`config.mk`:
```
export PLATFORM = sky130hd
export DESIGN_NAME = conditional_branch_skip_unit
export DESIGN_NICKNAME = d
export VERILOG_FILES = /design/src/inc/cond_flow_pkg.sv /design/src/verilog/cond_eval.sv /design/src/verilog/conditional_branch_skip_unit.sv
export SDC_FILE = /design/constraint.sdc
export NUM_CORES = 1
export LEC_CHECK = 0
export ABC_AREA = 1
export BUFFER_PORTS_ARGS = -buffer_cell sky130_fd_sc_hd__buf_2
export CORE_ASPECT_RATIO = 1.5
export CORE_MARGIN = 4
export CORE_UTILIZATION = 55
export DETAILED_ROUTE_END_ITERATION = 8
export PLACE_DENSITY = 0.9
export SYNTH_ARGS = -nofsm -noshare
export SYNTH_HDL_FRONTEND = slang
export SYNTH_SLANG_ARGS = --single-unit
```
`constraint.sdc`:
```
create_clock -name i_ref_clk -period 2.7 [get_ports i_ref_clk]
set_clock_uncertainty 0.1 [all_clocks]
set_input_delay 0.135 -clock i_ref_clk [delete_from_list [all_inputs] [get_ports i_ref_clk]]
set_output_delay 0.135 -clock i_ref_clk [all_outputs]
set_load 0.05 [all_outputs]
```
`src/inc/cond_flow_pkg.sv`:
```
// Shared codes and constants for the conditional skip and branch unit.
// Assumes one core clock; the decoder presents one decoded operation at a time.
package cond_flow_pkg;

    localparam int PC_W   = 16;
    localparam int OFF_W  = 7;
    localparam int DATA_W = 8;
    localparam int BIT_W  = 3;
    localparam int CNT_W  = 2;

    // Bit positions inside the status flags byte
    localparam logic [BIT_W-1:0] FLAG_C = 3'h0;
    localparam logic [BIT_W-1:0] FLAG_Z = 3'h1;
    localparam logic [BIT_W-1:0] FLAG_N = 3'h2;
    localparam logic [BIT_W-1:0] FLAG_V = 3'h3;
    localparam logic [BIT_W-1:0] FLAG_H = 3'h5;

    // Program counter steps, in words
    localparam logic [PC_W-1:0] PC_STEP_NEXT     = 16'h0001;
    localparam logic [PC_W-1:0] PC_STEP_SKIP_ONE = 16'h0002;
    localparam logic [PC_W-1:0] PC_STEP_SKIP_TWO = 16'h0003;

    // Execution lengths in clock cycles
    localparam logic [CNT_W-1:0] CYC_FALL     = 2'h1;
    localparam logic [CNT_W-1:0] CYC_SKIP_ONE = 2'h2;
    localparam logic [CNT_W-1:0] CYC_SKIP_TWO = 2'h3;
    localparam logic [CNT_W-1:0] CYC_BRANCH   = 2'h2;
    localparam logic [CNT_W-1:0] CNT_RST      = 2'h0;
    localparam logic [PC_W-1:0]  PC_RST       = 16'h0000;

    typedef enum logic [4:0] {
        skip_on_reg_bit_clear      = 5'h00,
        skip_on_reg_bit_set        = 5'h01,
        skip_on_io_bit_clear       = 5'h02,
        skip_on_io_bit_set         = 5'h03,
        branch_on_flag_set         = 5'h04,
        branch_on_flag_clear       = 5'h05,
        branch_if_equal            = 5'h06,
        branch_if_not_equal        = 5'h07,
        branch_if_carry_set        = 5'h08,
        branch_if_carry_clear      = 5'h09,
        branch_if_same_or_higher   = 5'h0a,
        branch_if_lower            = 5'h0b,
        branch_if_minus            = 5'h0c,
        branch_if_plus             = 5'h0d,
        branch_if_signed_ge        = 5'h0e,
        branch_if_signed_lt        = 5'h0f,
        branch_if_half_carry_set   = 5'h10,
        branch_if_half_carry_clear = 5'h11
    } op_type;

    typedef enum logic [0:0] {
        ST_IDLE = 1'b0,
        ST_WAIT = 1'b1
    } state_type;

endpackage : cond_flow_pkg

```
`src/verilog/cond_eval.sv`:
```
// Condition evaluator: decides whether a skip or branch is taken.
// Assumes operands are stable in the cycle the operation is accepted.
`timescale 1ns/1ps
module cond_eval (
    input  wire cond_flow_pkg::op_type                   i_op,
    input  wire logic [cond_flow_pkg::BIT_W-1:0]         i_bit_sel,
    input  wire logic [cond_flow_pkg::DATA_W-1:0]        i_reg_value,
    input  wire logic [cond_flow_pkg::DATA_W-1:0]        i_io_value,
    input  wire logic [cond_flow_pkg::DATA_W-1:0]        i_status_flags,
    output logic                                          o_taken,
    output logic                                          o_is_skip
);
    logic flag_c;
    logic flag_z;
    logic flag_n;
    logic flag_v;
    logic flag_h;

    assign flag_c = i_status_flags[cond_flow_pkg::FLAG_C];
    assign flag_z = i_status_flags[cond_flow_pkg::FLAG_Z];
    assign flag_n = i_status_flags[cond_flow_pkg::FLAG_N];
    assign flag_v = i_status_flags[cond_flow_pkg::FLAG_V];
    assign flag_h = i_status_flags[cond_flow_pkg::FLAG_H];

    always_comb begin
        o_is_skip = 1'b0;
        o_taken   = 1'b0;
        case (i_op)
            cond_flow_pkg::skip_on_reg_bit_clear: begin
                o_is_skip = 1'b1;
                o_taken   = ~i_reg_value[i_bit_sel]; // RULE_01
            end
            cond_flow_pkg::skip_on_reg_bit_set: begin
                o_is_skip = 1'b1;
                o_taken   = i_reg_value[i_bit_sel]; // RULE_02
            end
            cond_flow_pkg::skip_on_io_bit_clear: begin
                o_is_skip = 1'b1;
                o_taken   = ~i_io_value[i_bit_sel]; // RULE_03
            end
            cond_flow_pkg::skip_on_io_bit_set: begin
                o_is_skip = 1'b1;
                o_taken   = i_io_value[i_bit_sel]; // RULE_04
            end
            cond_flow_pkg::branch_on_flag_set:
                o_taken = i_status_flags[i_bit_sel]; // RULE_06
            cond_flow_pkg::branch_on_flag_clear:
                o_taken = ~i_status_flags[i_bit_sel]; // RULE_07
            cond_flow_pkg::branch_if_equal:            o_taken = flag_z; // RULE_08
            cond_flow_pkg::branch_if_not_equal:        o_taken = ~flag_z; // RULE_08
            cond_flow_pkg::branch_if_carry_set:        o_taken = flag_c; // RULE_09
            cond_flow_pkg::branch_if_carry_clear:      o_taken = ~flag_c; // RULE_09
            cond_flow_pkg::branch_if_same_or_higher:   o_taken = ~flag_c; // RULE_10
            cond_flow_pkg::branch_if_lower:            o_taken = flag_c; // RULE_10
            cond_flow_pkg::branch_if_minus:            o_taken = flag_n; // RULE_11
            cond_flow_pkg::branch_if_plus:             o_taken = ~flag_n; // RULE_11
            cond_flow_pkg::branch_if_signed_ge:        o_taken = ~(flag_n ^ flag_v); // RULE_12
            cond_flow_pkg::branch_if_signed_lt:        o_taken = flag_n ^ flag_v; // RULE_13
            cond_flow_pkg::branch_if_half_carry_set:   o_taken = flag_h; // RULE_14
            cond_flow_pkg::branch_if_half_carry_clear: o_taken = ~flag_h; // RULE_14
            default: begin
                o_is_skip = 1'b0;
                o_taken   = 1'b0;
            end
        endcase
    end

endmodule : cond_eval

```
`src/verilog/conditional_branch_skip_unit.sv`:
```
// Conditional skip and relative branch execution for an 8-bit core.
// Assumes decoder, register file, I/O space and flags share i_ref_clk.
`timescale 1ns/1ps
// Summary of operation
// RULE_01: Register bit clear skips next instruction
// RULE_02: Register bit set skips next instruction
// RULE_03: I/O bit clear skips next instruction
// RULE_04: I/O bit set skips next instruction
// RULE_05: Skips take one, two or three cycles
// RULE_06: Selected flag set branches to PC+k+1
// RULE_07: Selected flag clear branches to PC+k+1
// RULE_08: Equal/not-equal follow zero flag
// RULE_09: Carry set/clear follow carry flag
// RULE_10: Same-or-higher on C=0, lower on C=1
// RULE_11: Minus on N=1, plus on N=0
// RULE_12: Signed ge when N xor V is 0
// RULE_13: Signed lt when N xor V is 1
// RULE_14: Half-carry set/clear follow H flag
// RULE_15: Branch one cycle untaken, two taken
// RULE_16: Offset k is signed word offset
// RULE_17: Skip length and PC step match words
// RULE_18: Status flags are never written
module conditional_branch_skip_unit (
    input  wire logic                                   i_ref_clk,
    input  wire logic                                   i_sys_rst,
    input  wire logic                                   i_instr_valid,
    input  wire cond_flow_pkg::op_type                  i_op,
    input  wire logic [cond_flow_pkg::BIT_W-1:0]        i_bit_sel,
    input  wire logic [cond_flow_pkg::DATA_W-1:0]       i_reg_value,
    input  wire logic [cond_flow_pkg::DATA_W-1:0]       i_io_value,
    input  wire logic [cond_flow_pkg::DATA_W-1:0]       i_status_flags,
    input  wire logic [cond_flow_pkg::OFF_W-1:0]        i_offset,
    input  wire logic [cond_flow_pkg::PC_W-1:0]         i_pc,
    input  wire logic                                   i_next_two_word,
    output logic                                        o_busy,
    output logic                                        o_done,
    output logic                                        o_taken,
    output logic                                        o_pc_load,
    output logic [cond_flow_pkg::PC_W-1:0]              o_pc_value,
    output logic                                        o_flags_we
);
    cond_flow_pkg::state_type            state_q;
    cond_flow_pkg::state_type            state_d;
    logic [cond_flow_pkg::CNT_W-1:0]     cnt_q;
    logic [cond_flow_pkg::CNT_W-1:0]     cnt_d;
    logic [cond_flow_pkg::PC_W-1:0]      pc_q;
    logic [cond_flow_pkg::PC_W-1:0]      pc_d;
    logic                                taken_q;
    logic                                taken_d;
    logic                                done_q;
    logic                                done_d;
    logic                                busy_q;
    logic                                busy_d;
    logic                                flags_we_q;
    logic                                accept;
    logic                                cond_taken;
    logic                                cond_is_skip;
    logic [cond_flow_pkg::PC_W-1:0]      off_ext;
    logic [cond_flow_pkg::PC_W-1:0]      target;
    logic [cond_flow_pkg::CNT_W-1:0]     cycles;

    cond_eval u_cond_eval (
        .i_op           (i_op),
        .i_bit_sel      (i_bit_sel),
        .i_reg_value    (i_reg_value),
        .i_io_value     (i_io_value),
        .i_status_flags (i_status_flags),
        .o_taken        (cond_taken),
        .o_is_skip      (cond_is_skip)
    );

    // A new operation is only taken while idle; valid during busy is ignored
    assign accept  = i_instr_valid && (state_q == cond_flow_pkg::ST_IDLE);
    // Sign extension lets a branch reach back as well as forward
    assign off_ext = {{(cond_flow_pkg::PC_W-cond_flow_pkg::OFF_W)
                       {i_offset[cond_flow_pkg::OFF_W-1]}},
                      i_offset}; // RULE_16

    always_comb begin
        target = i_pc + cond_flow_pkg::PC_STEP_NEXT;
        cycles = cond_flow_pkg::CYC_FALL; // RULE_15
        if (cond_taken && cond_is_skip) begin
            if (i_next_two_word) begin
                target = i_pc + cond_flow_pkg::PC_STEP_SKIP_TWO; // RULE_17
                cycles = cond_flow_pkg::CYC_SKIP_TWO; // RULE_05
            end else begin
                target = i_pc + cond_flow_pkg::PC_STEP_SKIP_ONE; // RULE_17
                cycles = cond_flow_pkg::CYC_SKIP_ONE; // RULE_05
            end
        end else if (cond_taken) begin
            target = i_pc + off_ext + cond_flow_pkg::PC_STEP_NEXT; // RULE_06
            cycles = cond_flow_pkg::CYC_BRANCH; // RULE_15
        end
    end

    always_comb begin
        state_d = state_q;
        cnt_d   = cnt_q;
        pc_d    = pc_q;
        taken_d = taken_q;
        done_d  = 1'b0;
        busy_d  = busy_q;
        case (state_q)
            cond_flow_pkg::ST_IDLE: begin
                if (accept) begin
                    pc_d    = target;
                    taken_d = cond_taken;
                    if (cycles == cond_flow_pkg::CYC_FALL) begin
                        done_d = 1'b1;
                    end else begin
                        state_d = cond_flow_pkg::ST_WAIT;
                        cnt_d   = cycles - cond_flow_pkg::CYC_FALL;
                        busy_d  = 1'b1;
                    end
                end
            end
            cond_flow_pkg::ST_WAIT: begin
                cnt_d = cnt_q - cond_flow_pkg::CYC_FALL;
                if (cnt_q == cond_flow_pkg::CYC_FALL) begin
                    state_d = cond_flow_pkg::ST_IDLE;
                    done_d  = 1'b1;
                    busy_d  = 1'b0;
                end
            end
            default: begin
                state_d = cond_flow_pkg::ST_IDLE;
                busy_d  = 1'b0;
            end
        endcase
    end

    always_ff @(posedge i_ref_clk) begin
        if (i_sys_rst) begin
            state_q    <= cond_flow_pkg::ST_IDLE;
            cnt_q      <= cond_flow_pkg::CNT_RST;
            pc_q       <= cond_flow_pkg::PC_RST;
            taken_q    <= 1'b0;
            done_q     <= 1'b0;
            busy_q     <= 1'b0;
            flags_we_q <= 1'b0;
        end else begin
            state_q    <= state_d;
            cnt_q      <= cnt_d;
            pc_q       <= pc_d;
            taken_q    <= taken_d;
            done_q     <= done_d;
            busy_q     <= busy_d;
            flags_we_q <= 1'b0; // RULE_18
        end
    end

    assign o_busy     = busy_q;
    assign o_done     = done_q;
    assign o_pc_load  = done_q;
    assign o_taken    = taken_q;
    assign o_pc_value = pc_q;
    assign o_flags_we = flags_we_q;
endmodule : conditional_branch_skip_unit

```
# Word level (Yosys, flattened, before mapping)
# Cells that the tools add are included.
# Widths: inputs -> output; s select.
# classes
add_sub_neg	7
magnitude_cmp	1
eq_ne	22
muxes	29
bitwise_logic	10
n_reduce_logical	9
# op_table
operator	count
$mux 16	3
$eq 5x4->1 const B	8
$add 16x1->16 const B	2
$add 16x2->16 const B	2
$eq 5x3->1 const B	4
$add 16x16->16	1
$pmux 1 s16	1
$mux 1	14
$eq 5x2->1 const B	2
$eq 5x5->1 const B	2
$bmux 1 s3	3
$not 1->1	9
$mux 2	4
$pmux 1 s2	3
$eq 5x1->1 const B	1
$logic_not 5->1	1
$eq 2x1->1 const B	2
$lt 3x4->1 const B	1
$ne 2x2->1 const B	2
$pmux 2 s2	1
$reduce_and 2->1	2
$reduce_or 2->1	2
$reduce_or 4->1	1
$sub 2x1->2 const B	2
other kinds (4)	5
# totals
ff_bits	22
output_inout_bits	21
elab_cells	84

# Depth between registers and ports, before layout
# depth
ltp_word	10
ltp_mapped	15
mapped_depth_nobuf	15

# Modules after synthesis
# A second synthesis with hierarchy kept.
# hier_totals
hier_cells	605
area_unflattened_um2	3276.9
# modules_own_cells
mod	n_inst	cells_each	area_each_um2	seq_area_each_um2
conditional_branch_skip_unit	1	466	2697.6	440.4
cond_eval	1	139	579.3	0.0

# Least setup slack after synthesis
# No wires, ideal clock.
# synth_path
path_kind	input port to flip-flop
startpoint	input port i_pc[0] (netlist name)
endpoint	register pc_q, in the netlist o_pc_value[14]
setup_ns	0.132
arrival_time_ns	1.718
required_time_ns	2.468
path_slack_ns	0.750
cell_stages	13
n_path_buf	0
cell_sequence	inv_1 ha_1 fa_1 o21ai_0 nand2_1 nand2_1 nand3b_1 nand3_1 nand2_1 nand2_1 nand3_1 nand2_1 a21oi_1
# synth_between
elab_chain_cells	4
word_cells_on_any_way	8
classes_between	add/sub: 5; mux: 3
# synth_rtl
item	line	source
start: declaration	conditional_branch_skip_unit.sv:33	input wire logic [cond_flow_pkg::PC_W-1:0] i_pc,
$add 16x16->16	conditional_branch_skip_unit.sv:91	target = i_pc + off_ext + cond_flow_pkg::PC_STEP_NEXT;
$add 16x1->16	conditional_branch_skip_unit.sv:91	
$mux 16	conditional_branch_skip_unit.sv:90	end else if (cond_taken) begin
$mux 16 *	conditional_branch_skip_unit.sv:82	if (cond_taken && cond_is_skip) begin
end signal: assignment	conditional_branch_skip_unit.sv:136	pc_q <= cond_flow_pkg::PC_RST;
end signal: assignment	conditional_branch_skip_unit.sv:144	pc_q <= pc_d;
end: declaration	conditional_branch_skip_unit.sv:46	logic [cond_flow_pkg::PC_W-1:0] pc_q;
# Every way passes the cells marked *; elsewhere a longest branch is shown, timed or not.
# A chain may end at the register's enable or synchronous reset.

# Worst setup path in the final report
# Ends and elaborated chain as after synthesis.

==> flow_summary.json <==
{
  "drc": 0,
  "dp_hpwl_um": 7430,
  "clock-root-buffer": "clkbuf_8",
  "multi_input_area_mm2": 0.00235,
  "netlist.top_cell.by_area": "nand2_1",
  "end_kind": "register",
  "cts_tree": "done",
  "cp_data_required_time_ps": 2790,
  "critical_path_class": "input pin to register",
  "start_util_pct": 57.4,
  "synth_area_per_cell_um2": 5.76,
  "post-route-min-period_ps": 2080,
  "holdBufCountCts": 0,
  "rsz0062_at_grt": "no",
  "cts_max_level": 1,
  "synth_top_area_share_pct": 17.7,
  "coreArea_mm2": 0.00553,
  "die_width_um": 70.0,
  "min_to": "state_q",
  "hp-start": "i_instr_valid",
  "critPathBufInv": 2,
  "die-area_mm2": 0.00708,
  "leakagePower_uw": 0.00205,
  "synth_warnings": 0,
  "antenna_left": 0,
  "ys_seq_area_share_pct": 13.9,
  "layout-drive-gt1-share_pct": 16.9,
  "start_kind": "input pin",
  "ff2ff_path_depth": 6,
  "report.final.slew_viol_count": 0,
  "cts_sinks": 22,
  "place_ws_ps": 373,
  "grt_pass1_wl_um": 14800,
  "p_per_area_mw_per_mm2": 354,
  "firstDrtPassIters": 5,
  "outcome": "finished clean",
  "rr_endpoint": "o_taken",
  "synth_area_leaders": "nand2_1, dfxtp_1, nand3_1",
  "drt_iter0_drc": 247,
  "fin_nets": 702,
  "syn_inst": 551,
  "cap_violations": 0,
  "hold_depth": 3,
  "critical_path.top_delay_family": "simple AND/OR/NAND/NOR gates",
  "critPathMostFrequentCell": "nand2_1",
  "fin_ws_ps": 621,
  "cp_cell_sequence": "buf_2 -> inv_1 -> ha_1 -> fa_1 -> o21ai_0 -> nand2_1 -> nand2_1 -> nand3b_1 -> nand2_1 -> nand2_1 -> nand2_1 -> nand2_1 -> nand3_1 -> nand2_1 -> a21oi_1",
  "grt_use_total_pct": 24.6,
  "wl_um": 8650,
  "finalCritPeriodShare_pct": 77.0,
  "cts_made_buffers": 3,
  "finalSetupViolCount": 0,
  "fmax_mhz": 481,
  "cts_buffer_depth": 2,
  "die_y_um": 101,
  "globalRouteOverflowTotal": 0,
  "critical_path.max_stage_delay_ps": 430,
  "critPathMaxFanout": 6,
  "num_rows": 33,
  "hold_viol": 0,
  "cp.arrival_ps": 2170,
  "regToRegSetupSlack_ps": 1130,
  "grt_max_degree": 25,
  "r2r_start": "state_q",
  "syn_to_final_growth_pct": 14.1,
  "grt_pass1_vias": 3604,
  "n_fill_cell": 543,
  "ys_types": 35,
  "wire_per_inst_um": 12.5,
  "tns_ps": 0,
  "io_pins": 80,
  "gp_congestion": 0.932,
  "synth_area_mm2": 0.00318,
  "ys_ff_latch": 22,
  "antenna_found_initial": 0,
  "regArea_um2": 440,
  "vias": 3649,
  "postCtsSetupRepairBufs": 0,
  "io_buffers": 78,
  "cts_resized": 0,
  "path_clk_slew_ps": 70,
  "syn_nets": 631,
  "diodes": 0,
  "vias_per_cell": 5.29,
  "holdCritPathClass": "input pin to register",
  "slowest_stage": "fa_1",
  "vdd_drop_max_mv": 0.141,
  "insertion_delay_ps": 250
}
-- synth_stat cells --
cell type  number
nor2_4          1
nand4_1         8
fa_1            1
a21oi_2         3
xor2_1         30
nand2_2         4
nand3b_1        2
o21ai_1         6
nor3_1          3
buf_6           3
nor2_1         61
ha_1           20
nand2_1       150
nor2_8          2
inv_2           3
inv_1          76
clkbuf_1        6
nand4_2         1
o21bai_1        1
o211ai_1        3
o21ai_2         2
a21oi_1        42
buf_2           3
o31ai_1         1
nand3_1        59
xnor2_1         7
o21ai_0        19
nand3_2         3
nand2_4         2
a31oi_1         2
conb_1          1
a21o_1          1
buf_4           2
dfxtp_1        22
a31o_2          1
-- metal layers --
layer  up-vias  part of all wire [%]  routed length [µm]  track usage [%]
met3        14                   5.2                 453             2.59
met2       127                    54                4650             49.2
met1      1606                    39                3400             25.6
met5         -                     0                   0                0
li1       1902                     -                   -                -
met4         0                   1.7                 143             10.0
-- worst min-delay path: cells and delay by family --
| family | cells | cell delay, ps |
|---|---|---|
| AND/OR/NAND/NOR | 1 | 80 |
| AO/OA/AOI/OAI | 1 | 80 |
| buffers and inverters | 1 | 100 |
-- final cells by class --
| class | instances | area share [%] |
|---|---|---|
| multi-input combinational | 436 | 64.9 |
| clock buffer | 3 | 1.14 |
| sequential | 22 | 12.2 |
| tap | 70 | 2.42 |
| timing repair buffer | 80 | 11.2 |
| inverter | 79 | 8.18 |
-- placed cells by master (no fill, tap or decap), drive strengths merged --
master / n
nor3: 3
o31ai: 1
a31oi: 2
ha: 20
o21ai: 27
conb: 1
clkbuf: 3
a21oi: 45
nor2: 64
inv: 79
a21o: 1
fa: 1
xnor2: 7
nand3b: 2
dfxtp: 22
o211ai: 3
buf: 80
nand2: 156
nand3: 62
xor2: 30
a31o: 1
nand4: 9
o21bai: 1
-- sequential cells by signal (all words and copies together) (netlist names) --
register,count
state_q,1
o_pc_value,16
o_taken,1
o_done,1
cnt_q,2
o_busy,1
-- logic make-up after synthesis --
kind of cell / share of synthesized area (%)
simple gates: 41.2
other cells: 0.118
compound gates: 14.0
flops: 13.9
fa+ha+maj: 8.51
xor+xnor: 10.2
buf+inv: 12.1
-- power breakdown --
part           internal, µW  total (µW)  switching [µW]
combinational           229         710             480
sequential              360         377            17.1
clock                  99.3         195            95.8
-- how the worst max path moves through the flow --
stage,to,startpoint,cells past startpoint,slack [ps]
3_5_place_dp,o_pc_value[14],i_pc[0],15,370
5_1_grt,o_pc_value[14],i_pc[0],15,390
3_3_place_gp,o_pc_value[14],i_pc[0],15,420
2_1_floorplan,o_pc_value[14],i_pc[0],13,750
4_1_cts,o_pc_value[14],i_pc[0],15,630
6_report,o_pc_value[14],i_pc[0],15,620
-- metrics by stage --
stage	cell area, µm²	power [µW]	instances	utilization, %	hold slack, ps
2_1_floorplan	3180	911	551	-	193
3_3_place_gp	3580	1080	687	64.7	320
3_5_place_dp	3580	1090	687	64.7	334
4_1_cts	3620	1280	690	65.5	72.1
5_1_grt	3620	1390	690	65.5	95.5
6_report	3620	1280	690	65.5	72.4
Note: power is estimated with default switching activity, not from simulation.
